**config.mk**
```make
export PLATFORM = sky130hd
export DESIGN_NAME = rdmac_top
export DESIGN_NICKNAME = d
export VERILOG_FILES = /design/src/hdl/rdmac_pkg.sv /design/src/hdl/rdmac_alarm_reg.sv /design/src/hdl/rdmac_match.sv /design/src/hdl/rdmac_top.sv
export SDC_FILE = /design/constraint.sdc
export NUM_CORES = 1
export LEC_CHECK = 0
export ABC_AREA = 1
export ABC_CLOCK_PERIOD_IN_PS = 3600
export BUFFER_PORTS_ARGS = -buffer_cell sky130_fd_sc_hd__buf_2
export CAP_MARGIN = 0
export CORE_MARGIN = 5
export CORE_UTILIZATION = 48
export DETAILED_ROUTE_END_ITERATION = 16
export PLACE_DENSITY = 0.87
export SLEW_MARGIN = 30
export SYNTH_ARGS = -nofsm -noshare
export SYNTH_HDL_FRONTEND = slang
export SYNTH_HIERARCHICAL = 1
export SYNTH_SLANG_ARGS = --single-unit
```
**constraint.sdc**
```tcl
create_clock -name sys_clk -period 3.6 [get_ports sys_clk]
set_input_delay 0.72 -clock sys_clk [delete_from_list [all_inputs] [get_ports sys_clk]]
set_output_delay 0.72 -clock sys_clk [all_outputs]
set_load 0.005 [all_outputs]
```
**src/hdl/rdmac_pkg.sv**
```systemverilog
// Shared constants, types and helpers of the day/month alarm compare block
package rdmac_pkg;

    // ------------------------------------------------------------
    // Bus geometry
    // ------------------------------------------------------------
    localparam int ADDR_W = 8;
    localparam int DATA_W = 32;
    localparam int SEL_W  = 4;
    localparam int BYTE_W = 8;

    // ------------------------------------------------------------
    // Register byte offsets
    // ------------------------------------------------------------
    localparam logic [7:0] DAY_ALARM_OFF   = 8'h30;
    localparam logic [7:0] MONTH_ALARM_OFF = 8'h34;
    localparam logic [7:0] CONTROL_OFF     = 8'h38;
    localparam logic [7:0] IRQ_STATUS_OFF  = 8'h3c;
    localparam logic [7:0] IRQ_MASK_OFF    = 8'h40;

    // ------------------------------------------------------------
    // Field positions and masks
    // ------------------------------------------------------------
    localparam int         ENB_BIT          = 7;
    localparam int         RSVD_BIT_SIX     = 6;
    localparam int         RSVD_BIT_FIVE    = 5;
    localparam int         VALUE_W          = 6;
    localparam int         MONTH_CNT_W      = 5;
    localparam int         ALARM_FLAG_BIT   = 0;
    localparam int         AIE_BIT          = 3;
    localparam int         ALARM_EVENT_BIT  = 0;
    localparam int         OTHER_N          = 4;
    localparam logic [5:0] DAY_VALUE_MASK   = 6'h3f;
    localparam logic [5:0] MONTH_VALUE_MASK = 6'h1f;

    // ------------------------------------------------------------
    // Types
    // ------------------------------------------------------------
    typedef struct packed {
        logic       enb;
        logic [5:0] value;
    } rdmac_alarm_s;

    // ------------------------------------------------------------
    // Helpers
    // ------------------------------------------------------------
    function automatic logic regHit(input logic [7:0] adr,
                                    input logic [7:0] off);
        return adr[ADDR_W-1:2] == off[ADDR_W-1:2];
    endfunction : regHit

    function automatic logic fieldOk(input logic       enb,
                                     input logic [5:0] value,
                                     input logic [5:0] counter);
        return !enb || (value == counter);
    endfunction : fieldOk

endpackage : rdmac_pkg

```
**src/hdl/rdmac_alarm_reg.sv**
```systemverilog
// One BCD alarm register: value field plus comparison enable
`timescale 1ns/10ps
`default_nettype none
module rdmac_alarm_reg #(
    parameter logic [5:0] VALUE_MASK = rdmac_pkg::DAY_VALUE_MASK
) (
    input  wire logic       sys_clk,
    input  wire logic       reset,
    input  wire logic       writeEn,
    input  wire logic [7:0] writeData,
    output logic      [7:0] readData,
    output logic            enable,
    output logic      [5:0] value
);

    rdmac_pkg::rdmac_alarm_s state;
    rdmac_pkg::rdmac_alarm_s next_state;

    // ------------------------------------------------------------
    // Next state
    // ------------------------------------------------------------
    always_comb begin
        next_state = state;
        if (writeEn) begin
            next_state.enb   = writeData[rdmac_pkg::ENB_BIT];
            next_state.value = writeData[rdmac_pkg::VALUE_W-1:0]
                               & VALUE_MASK;
        end
    end

    // ------------------------------------------------------------
    // Register; only enable is cleared, value survives resets
    // ------------------------------------------------------------
    always_ff @(posedge sys_clk) begin
        state <= next_state;
        if (reset) begin
            state.enb <= 1'b0;
        end
    end

    // Unused bits above the value field always read zero
    assign readData = {state.enb, 1'b0,
                       state.value & VALUE_MASK};
    assign enable   = state.enb;
    assign value    = state.value & VALUE_MASK;

endmodule : rdmac_alarm_reg
`default_nettype wire

```
**src/hdl/rdmac_match.sv**
```systemverilog
// Combined alarm match of day, month and the four outside comparators
`timescale 1ns/10ps
`default_nettype none
module rdmac_match (
    input  wire logic       dayEnable,
    input  wire logic [5:0] dayValue,
    input  wire logic [5:0] dayCounter,
    input  wire logic       monthEnable,
    input  wire logic [5:0] monthValue,
    input  wire logic [4:0] monthCounter,
    input  wire logic [3:0] otherEnable,
    input  wire logic [3:0] otherMatch,
    output logic            allMatch,
    output logic            anyEnabled
);

    logic dayOk;
    logic monthOk;

    // BCD digits compare directly, no binary conversion needed
    assign dayOk      = rdmac_pkg::fieldOk(dayEnable, dayValue,
                                           dayCounter);
    assign monthOk    = rdmac_pkg::fieldOk(monthEnable, monthValue,
                                           {1'b0, monthCounter});
    // Disabled registers take no part in the match
    assign allMatch   = dayOk && monthOk
                        && (&(~otherEnable | otherMatch));
    assign anyEnabled = dayEnable || monthEnable || (|otherEnable);

endmodule : rdmac_match
`default_nettype wire

```
**src/hdl/rdmac_top.sv**
```systemverilog
// Day/month alarm compare with control flag, interrupt and Wishbone slave
//
// Behaviour
// - The day alarm register is compared with the BCD day counter while its enable is set.
// - The month alarm register is compared with the BCD month counter while its enable is set.
// - The alarm flag sets only when all six enabled alarm registers match; disabled ones are ignored.
// - Power-on reset clears both comparison enables.
// - The value fields keep their contents through every reset and standby.
// - Day alarm bit 7 is the enable, written and read back as stored.
// - Month alarm bit 7 is the enable, written and read back as stored.
// - Month alarm holds units in bits 0 to 3 and tens in bit 4, both read/write.
// - Day alarm bit 6 reads zero and ignores writes.
// - Month alarm bits 5 and 6 read zero and ignore writes.
// - Alarm flag is control bit 0, set on match, cleared by writing 0, unaffected by 1.
// - Control bit 3 lets the flag raise an interrupt; both resets clear it.
`timescale 1ns/10ps
`default_nettype none
module rdmac_top (
    input  wire logic        sys_clk,
    input  wire logic        reset,
    input  wire logic        manualReset,
    input  wire logic [7:0]  wb_adr_i,
    input  wire logic [31:0] wb_dat_i,
    input  wire logic [3:0]  wb_sel_i,
    input  wire logic        wb_we_i,
    input  wire logic        wb_cyc_i,
    input  wire logic        wb_stb_i,
    output logic      [31:0] wb_dat_o,
    output logic             wb_ack_o,
    input  wire logic [5:0]  dayCounter,
    input  wire logic [4:0]  monthCounter,
    input  wire logic        counterUpdate,
    input  wire logic [3:0]  otherEnable,
    input  wire logic [3:0]  otherMatch,
    output logic             alarmFlag,
    output logic             irq
);

    // ------------------------------------------------------------
    // State
    // ------------------------------------------------------------
    typedef struct packed {
        logic        ack;
        logic [31:0] datOut;
        logic        alarmFlag;
        logic        aie;
        logic        irqStatus;
        logic        irqMask;
    } rdmac_top_s;

    rdmac_top_s state;
    rdmac_top_s next_state;

    logic       busReq;
    logic       busWrite;
    logic       lane0;
    logic [7:0] wrByte;
    logic       dayWr;
    logic       monthWr;
    logic       ctrlWr;
    logic       statusWr;
    logic       maskWr;
    logic [7:0] dayRead;
    logic [7:0] monthRead;
    logic       dayEnable;
    logic [5:0] dayValue;
    logic       monthEnable;
    logic [5:0] monthValue;
    logic       allMatch;
    logic       anyEnabled;
    logic       matchNow;
    logic [7:0] ctrlRead;
    logic [7:0] readByte;

    // ------------------------------------------------------------
    // Bus decode
    // ------------------------------------------------------------
    assign busReq   = wb_cyc_i && wb_stb_i;
    // Writes land on the edge that sees ack, matching classic cycles
    assign busWrite = busReq && wb_we_i && state.ack;
    assign lane0    = wb_sel_i[0];
    assign wrByte   = wb_dat_i[rdmac_pkg::BYTE_W-1:0];
    assign dayWr    = busWrite && lane0
                      && rdmac_pkg::regHit(wb_adr_i,
                                           rdmac_pkg::DAY_ALARM_OFF);
    assign monthWr  = busWrite && lane0
                      && rdmac_pkg::regHit(wb_adr_i,
                                           rdmac_pkg::MONTH_ALARM_OFF);
    assign ctrlWr   = busWrite && lane0
                      && rdmac_pkg::regHit(wb_adr_i,
                                           rdmac_pkg::CONTROL_OFF);
    assign statusWr = busWrite && lane0
                      && rdmac_pkg::regHit(wb_adr_i,
                                           rdmac_pkg::IRQ_STATUS_OFF);
    assign maskWr   = busWrite && lane0
                      && rdmac_pkg::regHit(wb_adr_i,
                                           rdmac_pkg::IRQ_MASK_OFF);

    // ------------------------------------------------------------
    // Alarm registers
    // ------------------------------------------------------------
    rdmac_alarm_reg #(
        .VALUE_MASK (rdmac_pkg::DAY_VALUE_MASK)
    ) dayAlarm (
        .sys_clk    (sys_clk),
        .reset      (reset),
        .writeEn    (dayWr),
        .writeData  (wrByte),
        .readData   (dayRead),
        .enable     (dayEnable),
        .value      (dayValue)
    );

    rdmac_alarm_reg #(
        .VALUE_MASK (rdmac_pkg::MONTH_VALUE_MASK)
    ) monthAlarm (
        .sys_clk    (sys_clk),
        .reset      (reset),
        .writeEn    (monthWr),
        .writeData  (wrByte),
        .readData   (monthRead),
        .enable     (monthEnable),
        .value      (monthValue)
    );

    // ------------------------------------------------------------
    // Match
    // ------------------------------------------------------------
    rdmac_match matcher (
        .dayEnable    (dayEnable),
        .dayValue     (dayValue),
        .dayCounter   (dayCounter),
        .monthEnable  (monthEnable),
        .monthValue   (monthValue),
        .monthCounter (monthCounter),
        .otherEnable  (otherEnable),
        .otherMatch   (otherMatch),
        .allMatch     (allMatch),
        .anyEnabled   (anyEnabled)
    );

    // No enabled register means no alarm, not a match every update
    assign matchNow = counterUpdate && anyEnabled
                      && allMatch;

    // ------------------------------------------------------------
    // Read mux
    // ------------------------------------------------------------
    always_comb begin
        ctrlRead = 8'h00;
        ctrlRead[rdmac_pkg::ALARM_FLAG_BIT] = state.alarmFlag;
        ctrlRead[rdmac_pkg::AIE_BIT]        = state.aie;
        readByte = 8'h00;
        if (rdmac_pkg::regHit(wb_adr_i, rdmac_pkg::DAY_ALARM_OFF)) begin
            readByte = dayRead;
        end else if (rdmac_pkg::regHit(wb_adr_i,
                                       rdmac_pkg::MONTH_ALARM_OFF)) begin
            readByte = monthRead;
        end else if (rdmac_pkg::regHit(wb_adr_i,
                                       rdmac_pkg::CONTROL_OFF)) begin
            readByte = ctrlRead;
        end else if (rdmac_pkg::regHit(wb_adr_i,
                                       rdmac_pkg::IRQ_STATUS_OFF)) begin
            readByte[rdmac_pkg::ALARM_EVENT_BIT] = state.irqStatus;
        end else if (rdmac_pkg::regHit(wb_adr_i,
                                       rdmac_pkg::IRQ_MASK_OFF)) begin
            readByte[rdmac_pkg::ALARM_EVENT_BIT] = state.irqMask;
        end
    end

    // ------------------------------------------------------------
    // Next state
    // ------------------------------------------------------------
    always_comb begin
        next_state     = state;
        // Ack for exactly one cycle, then drop even if still requested
        next_state.ack = busReq && !state.ack;
        if (busReq && !state.ack) begin
            next_state.datOut = {24'h000000, readByte};
        end
        // Clear first so a same-cycle match still sets the flag
        if (ctrlWr && !wrByte[rdmac_pkg::ALARM_FLAG_BIT]) begin
            next_state.alarmFlag = 1'b0;
        end
        if (matchNow) begin
            next_state.alarmFlag = 1'b1;
        end
        if (ctrlWr) begin
            next_state.aie = wrByte[rdmac_pkg::AIE_BIT];
        end
        if (statusWr && wrByte[rdmac_pkg::ALARM_EVENT_BIT]) begin
            next_state.irqStatus = 1'b0;
        end
        if (matchNow && state.aie) begin
            next_state.irqStatus = 1'b1;
        end
        if (maskWr) begin
            next_state.irqMask = wrByte[rdmac_pkg::ALARM_EVENT_BIT];
        end
    end

    // ------------------------------------------------------------
    // Register
    // ------------------------------------------------------------
    always_ff @(posedge sys_clk) begin
        if (reset) begin
            state <= '0;
        end else begin
            state <= next_state;
            if (manualReset) begin
                state.aie <= 1'b0;
                state.ack <= 1'b0;
            end
        end
    end

    assign wb_ack_o  = state.ack;
    assign wb_dat_o  = state.datOut;
    assign alarmFlag = state.alarmFlag;
    assign irq       = state.irqStatus && state.irqMask;
endmodule : rdmac_top
`default_nettype wire

```
# Yosys cells after proc, flatten, opt, wreduce, memory -nomap -nowiden
# Cells that the tools add are included.
[word_totals]
output_inout_bits = 35
word_cells = 60
reg_bits = 26
in_bits = 70
[classes]
n_eq_ne = 7
reduce_logical = 31
muxes = 10
n_bitwise = 2
[op_table]
columns = ["op", "n"]
rows = [
  ["$eq 6x4->1 const B", 4],
  ["$logic_and 1x1->1", 18],
  ["$mux 8", 2],
  ["$mux 1", 7],
  ["$eq 6x5->1 const B", 1],
  ["$eq 6x6->1", 1],
  ["$eq 5x5->1", 1],
  ["$logic_not 1->1", 4],
  ["$logic_or 1x1->1", 4],
  ["$not 4->4", 1],
  ["$or 4x4->4", 1],
  ["$reduce_and 4->1", 1],
  ["$reduce_bool 2->1", 2],
  ["$reduce_or 4->1", 1],
  ["$mux 3", 1],
  ["$reduce_or 2->1", 1],
]

# Logic depth before layout (Yosys ltp)
# Gate-level depths: netlist of the first run.
[logic_depth]
word_depth = 8
mapped_depth = 11
depth_no_buf = 10

# By module
# Netlist of the first run, hierarchy kept.
[modules_own_cells]
columns = ["module", "cells_each", "seq_area_each_um2", "instances", "area_each_um2"]
rows = [
  ["rdmac_top", 145, 260.2, 1, 1004.7],
  ["rdmac_match", 76, 0.0, 1, 299.0],
  ["rdmac_alarm_reg at dayAlarm", 22, 200.2, 1, 289.0],
  ["rdmac_alarm_reg at monthAlarm", 22, 170.2, 1, 266.5],
]

# Worst setup path after synthesis of the first run
# OpenSTA, ideal clock, no wires.
[synth_timing]
path_kind = "in2reg"
start = "input wb_adr_i[6]"
end = "register monthAlarm.state, in the netlist monthAlarm/readData[0], enable pin"
arrival_time_ps = 1457
required_ps = 3246
setup_time_ps = 354
slack_ps = 1789
cell_stages = 6
path_buffers = 1
path_cell_list = "inv_1 > nand2_1 > nor2_2 > buf_6 > nand3_1 > nor2_1"
[synth_via]
elab_chain_cells = 2
[synth_lines]
columns = ["element", "line_no", "rtl"]
rows = [
  ["start: declaration", "rdmac_top.sv:22", "input wire logic [7:0] wb_adr_i,"],
  ["$eq 6x4->1", "rdmac_pkg.sv:49", "return adr[ADDR_W-1:2] == off[ADDR_W-1:2];"],
  ["$logic_and 1x1->1", "rdmac_top.sv:87", "&& rdmac_pkg::regHit(wb_adr_i,"],
  ["named net monthWr", "rdmac_top.sv:59", "logic monthWr;"],
  ["end signal: assignment", "rdmac_alarm_reg.sv:35", "state <= next_state;"],
  ["end: declaration", "rdmac_alarm_reg.sv:16", "rdmac_pkg::rdmac_alarm_s state;"],
]
# The timed path passes the listed nets, and every way through them passes these cells.
# A chain may end at the register's enable or synchronous reset.

# Worst setup path after layout of the first run
[layout_timing]
start = "input wb_adr_i[6]"
end = "register dayAlarm.state, in the netlist dayAlarm/value[5], enable pin"
[layout_via]
elab_chain_cells = 2
[layout_lines]
columns = ["element", "line_no", "rtl"]
rows = [
  ["$eq 6x4->1", "rdmac_pkg.sv:49", ""],
  ["$logic_and 1x1->1", "rdmac_top.sv:84", "&& rdmac_pkg::regHit(wb_adr_i,"],
  ["named net dayWr", "rdmac_top.sv:58", "logic dayWr;"],
  ["end signal: assignment", "rdmac_alarm_reg.sv:35", ""],
  ["end: declaration", "rdmac_alarm_reg.sv:16", ""],
]
# The timed path passes the listed nets, and every way through them passes these cells.

==> results of run 1 <==
worst paths after layout:
check,start,end,slack [ps],depth (start not counted)
worst max register to register,wb_ack_o$_SDFF_PP0_,dayAlarm/value[5]$_DFFE_PP_,1800,4
worst max-delay path,wb_adr_i[6],dayAlarm/value[5]$_DFFE_PP_,1340,6
worst min-delay path,wb_dat_o[0]$_SDFFE_PP0P_,wb_dat_o[0]$_SDFFE_PP0P_,480,2
worst min register to register,wb_dat_o[0]$_SDFFE_PP0P_,wb_dat_o[0]$_SDFFE_PP0P_,480,2
logic make-up after synthesis:
group           Yosys count  share of synthesized area (%)
compound gates           24                          8.210
buf+inv                 100                          30.75
flops                    26                          33.92
other cells               3                         0.6056
simple gates            112                          26.51
cell type report:
class,instances,area [um2]
Fill cell,372,1773
Multi-Input combinational cell,164,750.7
Sequential cell,26,630.6
Timing Repair Buffer,50,250.2
Inverter,48,180.2
Tap cell,48,60.06
Clock buffer,3,41.29
Clock inverter,1,30.03
critical path, stage by stage:
cell and delay [ps]:
buf_2 90, inv_1 60, nand2_1 70, nor2_2 430
nand2_1 210, nor2_1 590
synthesized netlist by cell type (all sizes together):
cell    count  area [um2]
nand2      58       225.2
buf        52       391.6
inv        48       180.2
nor2       32       142.6
dfxtp      15       300.3
edfxtp     11       330.3
nand4      10       62.56
nand3       9       45.04
o21ai       9       45.04
a31o        6       52.55
a21oi       5       28.78
conb        3       11.26
o22ai       2       12.51
a31oi       1       6.260
nor3        1       5.000
nor4        1       6.260
o211ai      1       7.510
or2         1       6.260
power by group:
part	leakage [nW]	switching, mW	internal (mW)
Clock	0.0357	0.0930	0.149
Sequential	0.221	0.00282	0.312
Combinational	0.814	0.0492	0.0344
sequential cells by signal (all words and copies together) (netlist names):
name                 count
ctrlRead                 1
wb_ack_o                 1
alarmFlag                1
dayAlarm/value           6
state                    2
monthAlarm/enable        1
monthAlarm/readData      5
dayAlarm/enable          1
wb_dat_o                 8
routing by layer:
layer | vias up | track usage (%) | part of all wire [%]
met2 | 57 | 25.58 | 49
met1 | 686 | 17.13 | 41
met5 | - | 0 | 0
met3 | 7 | 3.463 | 8.6
met4 | 0 | 4.593 | 1.3
li1 | 801 | - | -
per-stage QoR:
step           worst slack (ps)  power [mW]  hold WS [ps]  cells
2_1_floorplan              1789      0.3948         446.8    290
3_3_place_gp               1151      0.4015         461.3    336
4_1_cts                    1394      0.6427         481.1    340
5_1_grt                    1138      0.6672         500.9    340
3_5_place_dp               1089      0.4048         466.9    336
6_report                   1340      0.6406         482.4    340
==> impl_metrics.json, run 1 <==
{
  "holdBufCountCts": 0,
  "io_pins": 105,
  "cts_inserted_buffers": 3,
  "cts_tree": "built",
  "crit_type": "in2reg",
  "syn_area_um2": 1859,
  "path_clk_slew_ps": 90,
  "final_util_pct": 52.29,
  "die_w_um": 72.24,
  "antenna_found_initial": 0,
  "die_area_um2": 5218,
  "synth_cell_types": 27,
  "drive_gt1_share_pct": 24.32,
  "dr.pass1.iters": 4,
  "most-common-layout-cells": "nand2_1, buf_2, inv_1",
  "outcome": "complete, no violations",
  "initial_core_util_pct": 50.03,
  "fp.dieH_um": 72.24,
  "yosys_register_bits": 26,
  "portBuffers": 50,
  "fmax_ghz": 0.4424,
  "wire_per_inst_um": 11.26,
  "yosysWarningCount": 6,
  "grt_overflow_total": 0,
  "rows": 22,
  "grt_pass1_wl_um": 5975,
  "final_area_um2": 1943,
  "power_density_nw_per_um2": 329.7,
  "grt_max_degree": 16,
  "slew_headroom_pct": 53.01,
  "vias": 1551,
  "end_kind": "flip-flop",
  "fin_nets": 363,
  "viasPerCell": 4.562,
  "ys_seq_area_share_pct": 33.92,
  "finalCriticalPeriod_ps": 2260,
  "peakVddDrop_mv": 0.1652,
  "p_leak_nw": 1.071,
  "hpwlAfterDp_um": 3063,
  "num_antenna_cells": 0,
  "worstMarginPinSlew_ps": 702.2,
  "finClkSkew_ps": 4.244,
  "cap_violations": 0,
  "dpl_cell_area_um2": 1872,
  "syn_avg_cell_area_um2": 7.016,
  "track_usage_pct": 14.46,
  "area_growth_pct": 4.509,
  "ant_nets": 0,
  "required_ps": 3510,
  "rsz0062_at_grt": "no",
  "core_um2": 3716,
  "grt_pass1_vias": 1383,
  "setup_viol": 0,
  "first_iter_violations": 66,
  "gp_congestion": 0.7792,
  "hold_class": "reg2reg",
  "cts-htree-levels": 1,
  "cts_setup_buffers": 0,
  "cts_buffer_depth": 2,
  "drv_slew": 0,
  "final_common_cell": "nand2_1",
  "drt_wl_total_um": 3829,
  "arrival_ps": 2170,
  "clock-sinks": 26,
  "hold_violations": 0,
  "drc": 0,
  "synth_cells": 265,
  "cts_resized": 0,
  "crit_path_start_kind": "input port",
  "cts_root_buffer": "clkbuf_8",
  "timing.final.crit_share_pct": 62.78,
  "cp_max_fo": 11,
  "clk_latency_ps": 270,
  "setup_tns_ps": 0
}
(Power assumes the default switching activity.)
==> inputs of run 2 (changes only) <==
--- a/config.mk
+++ b/config.mk
@@ -6,13 +6,13 @@
 export NUM_CORES = 1
 export LEC_CHECK = 0
 export ABC_AREA = 1
-export ABC_CLOCK_PERIOD_IN_PS = 3600
+export ABC_CLOCK_PERIOD_IN_PS = 1900
 export BUFFER_PORTS_ARGS = -buffer_cell sky130_fd_sc_hd__buf_2
 export CAP_MARGIN = 0
 export CORE_MARGIN = 5
-export CORE_UTILIZATION = 48
+export CORE_UTILIZATION = 40
 export DETAILED_ROUTE_END_ITERATION = 16
-export PLACE_DENSITY = 0.87
+export PLACE_DENSITY = 0.78
 export SLEW_MARGIN = 30
 export SYNTH_ARGS = -nofsm -noshare
 export SYNTH_HDL_FRONTEND = slang
==> constraint.sdc (replaced) <==
create_clock -name sys_clk -period 1.9 [get_ports sys_clk]
set_input_delay 0.38 -clock sys_clk [delete_from_list [all_inputs] [get_ports sys_clk]]
set_output_delay 0.38 -clock sys_clk [all_outputs]
set_load 0.005 [all_outputs]
==> run 2 against run 1 <==
  * Die area increased by 17%
  * Non-clock buffer count increased by 5
  * Critical endpoint is now state[1]$_SDFFE_PP0P_
  * Worst setup slack got worse by 810 ps
  * Core utilization decreased by 8.2 points
  * Clock skew decreased by 2.7 ps
==> impl_metrics.json, run 2 (synthesis gave the netlist of run 1 again) <==
{
  "final_common_cell": "nand2_1",
  "dp_slack_ps": 352.4,
  "worstPathCellList": "nand2_1, nand2_1, nor2_1, nand3_1, nand2_1, inv_1, nor2_1, nand4_1, a21oi_1",
  "fp.dieH_um": 78.18,
  "cpMaxStageDelayCell": "edfxtp_1",
  "p_leak_nw": 1.085,
  "cap_violations": 0,
  "cts_root_buffer": "clkbuf_8",
  "hpwlAfterDp_um": 3072,
  "hold_slack_ps": 301.4,
  "crit_type": "reg2reg",
  "cp_max_fo": 3,
  "grt_overflow_total": 0,
  "cts_tree": "built",
  "setup_tns_ps": 0,
  "io_pins": 105,
  "drv_slew": 0,
  "viasPerCell": 4.395,
  "arrival_ps": 1570,
  "crit_start": "dayAlarm/value[0]$_DFFE_PP_",
  "crit_family": "simple AND/OR/NAND/NOR gates",
  "required_ps": 2100,
  "r2r_slack_ps": 530,
  "drive_gt1_share_pct": 25.25,
  "hold_class": "in2reg",
  "peakVddDrop_mv": 0.6909,
  "cts-htree-levels": 1,
  "cts_inserted_buffers": 3,
  "worst_hold_startpoint": "wb_dat_i[5]",
  "timing.final.crit_share_pct": 72.30,
  "nFillCells": 456,
  "core_um2": 4444,
  "drc": 0,
  "end_kind": "flip-flop",
  "vias": 1534,
  "grt_pass1_wl_um": 6175,
  "first_iter_violations": 42,
  "rsz0062_at_grt": "no",
  "finalCriticalPeriod_ps": 1374,
  "cts_setup_buffers": 0,
  "holdBufCountCts": 0,
  "regArea_um2": 630.6,
  "gp_congestion": 0.8172,
  "power_density_nw_per_um2": 543.2,
  "portBuffers": 50,
  "crit_path_start_kind": "flip-flop",
  "multi_input_area_um2": 750.7,
  "cts_buffer_depth": 2,
  "r2r_cells": 9,
  "slowest_delay_ps": 440,
  "die_w_um": 78.18,
  "area_growth_pct": 5.384,
  "clock-sinks": 26,
  "die_area_um2": 6111,
  "finClkSkew_ps": 1.537,
  "setup_viol": 0,
  "cpMostUsedCell": "nand2_1",
  "cts_resized": 0,
  "fmax_ghz": 0.7279,
  "endpoint": "state[1]$_SDFFE_PP0P_",
  "wire_per_inst_um": 10.65,
  "clk_latency_ps": 260,
  "ant_nets": 0,
  "crit_buf_inv": 1,
  "outcome": "complete, no violations",
  "initial_core_util_pct": 41.84,
  "dr.pass1.iters": 4,
  "r2r-start": "dayAlarm/value[0]$_DFFE_PP_",
  "hold_violations": 0,
  "reg2reg_to": "state[1]$_SDFFE_PP0P_",
  "path_depth": 9,
  "num_antenna_cells": 0,
  "final_util_pct": 44.09,
  "grt_max_degree": 15,
  "largest_register_ffs": 8,
  "timing.final.ws_setup_ps": 526.2,
  "antenna_found_initial": 0,
  "rows": 24,
  "drt_wl_total_um": 3718,
  "fin_nets": 368,
  "path_clk_slew_ps": 80,
  "most-common-layout-cells": "nand2_1, buf_2, inv_1",
  "grt_pass1_vias": 1498,
  "track_usage_pct": 12.20
}
run 2: cell count changes in the layout (fill, tap and decap cells not counted), sizes merged:
cell and delta:
bufinv -1, buf +5, clkinv +1
run 2: cell type report:
type | count | area share (%)
clock inverters | 1 | 0.1916
inverters | 48 | 9.195
multi-input cells | 164 | 38.31
flip-flops and latches | 26 | 32.18
repair buffers | 55 | 14.69
well taps | 52 | 3.321
clock buffers | 3 | 2.107
run 2: worst reg2reg max path, cell delays in order, from the launching register on:
cell,delay (ps)
edfxtp_1,440
nand2_1,100
nand2_1,50
nor2_1,100
nand3_1,110
nand2_1,70
inv_1,30
nor2_1,140
nand4_1,130
a21oi_1,150
run 2: worst min path at each step:
stage	endpoint	slack (ps)	cells after the start
3_5_place_dp	ctrlRead[3]$_SDFFE_PP0P_	470	2
2_1_floorplan	wb_dat_o[0]$_SDFFE_PP0P_	440	1
3_3_place_gp	ctrlRead[3]$_SDFFE_PP0P_	460	2
6_report	dayAlarm/value[5]$_DFFE_PP_	300	1
4_1_cts	dayAlarm/value[5]$_DFFE_PP_	300	1
5_1_grt	dayAlarm/value[5]$_DFFE_PP_	290	1
run 2: routing by layer:
| layer | routed length, um | global-route usage (%) | vias to the layer above |
|---|---|---|---|
| met2 | 1852 | 23.03 | 59 |
| met5 | 0 | 0 | - |
| met4 | 51 | 2.273 | 0 |
| met1 | 1473 | 13.91 | 661 |
| met3 | 341 | 3.089 | 6 |
| li1 | - | - | 808 |
run 2: report_power, final:
group	internal, mW	switching [mW]
Sequential	0.592	0.00568
Combinational	0.0674	0.0924
Clock	0.145	0.163
Total	0.803	0.261
run 2: through the flow:
step	total power, mW	std cells	instance area, um2
after global placement	0.7648	345	1914
after floorplan	0.7481	290	1953
final	1.064	349	1959
after CTS	1.070	349	1959
after global routing	1.123	349	1959
after detailed placement	0.7695	345	1914
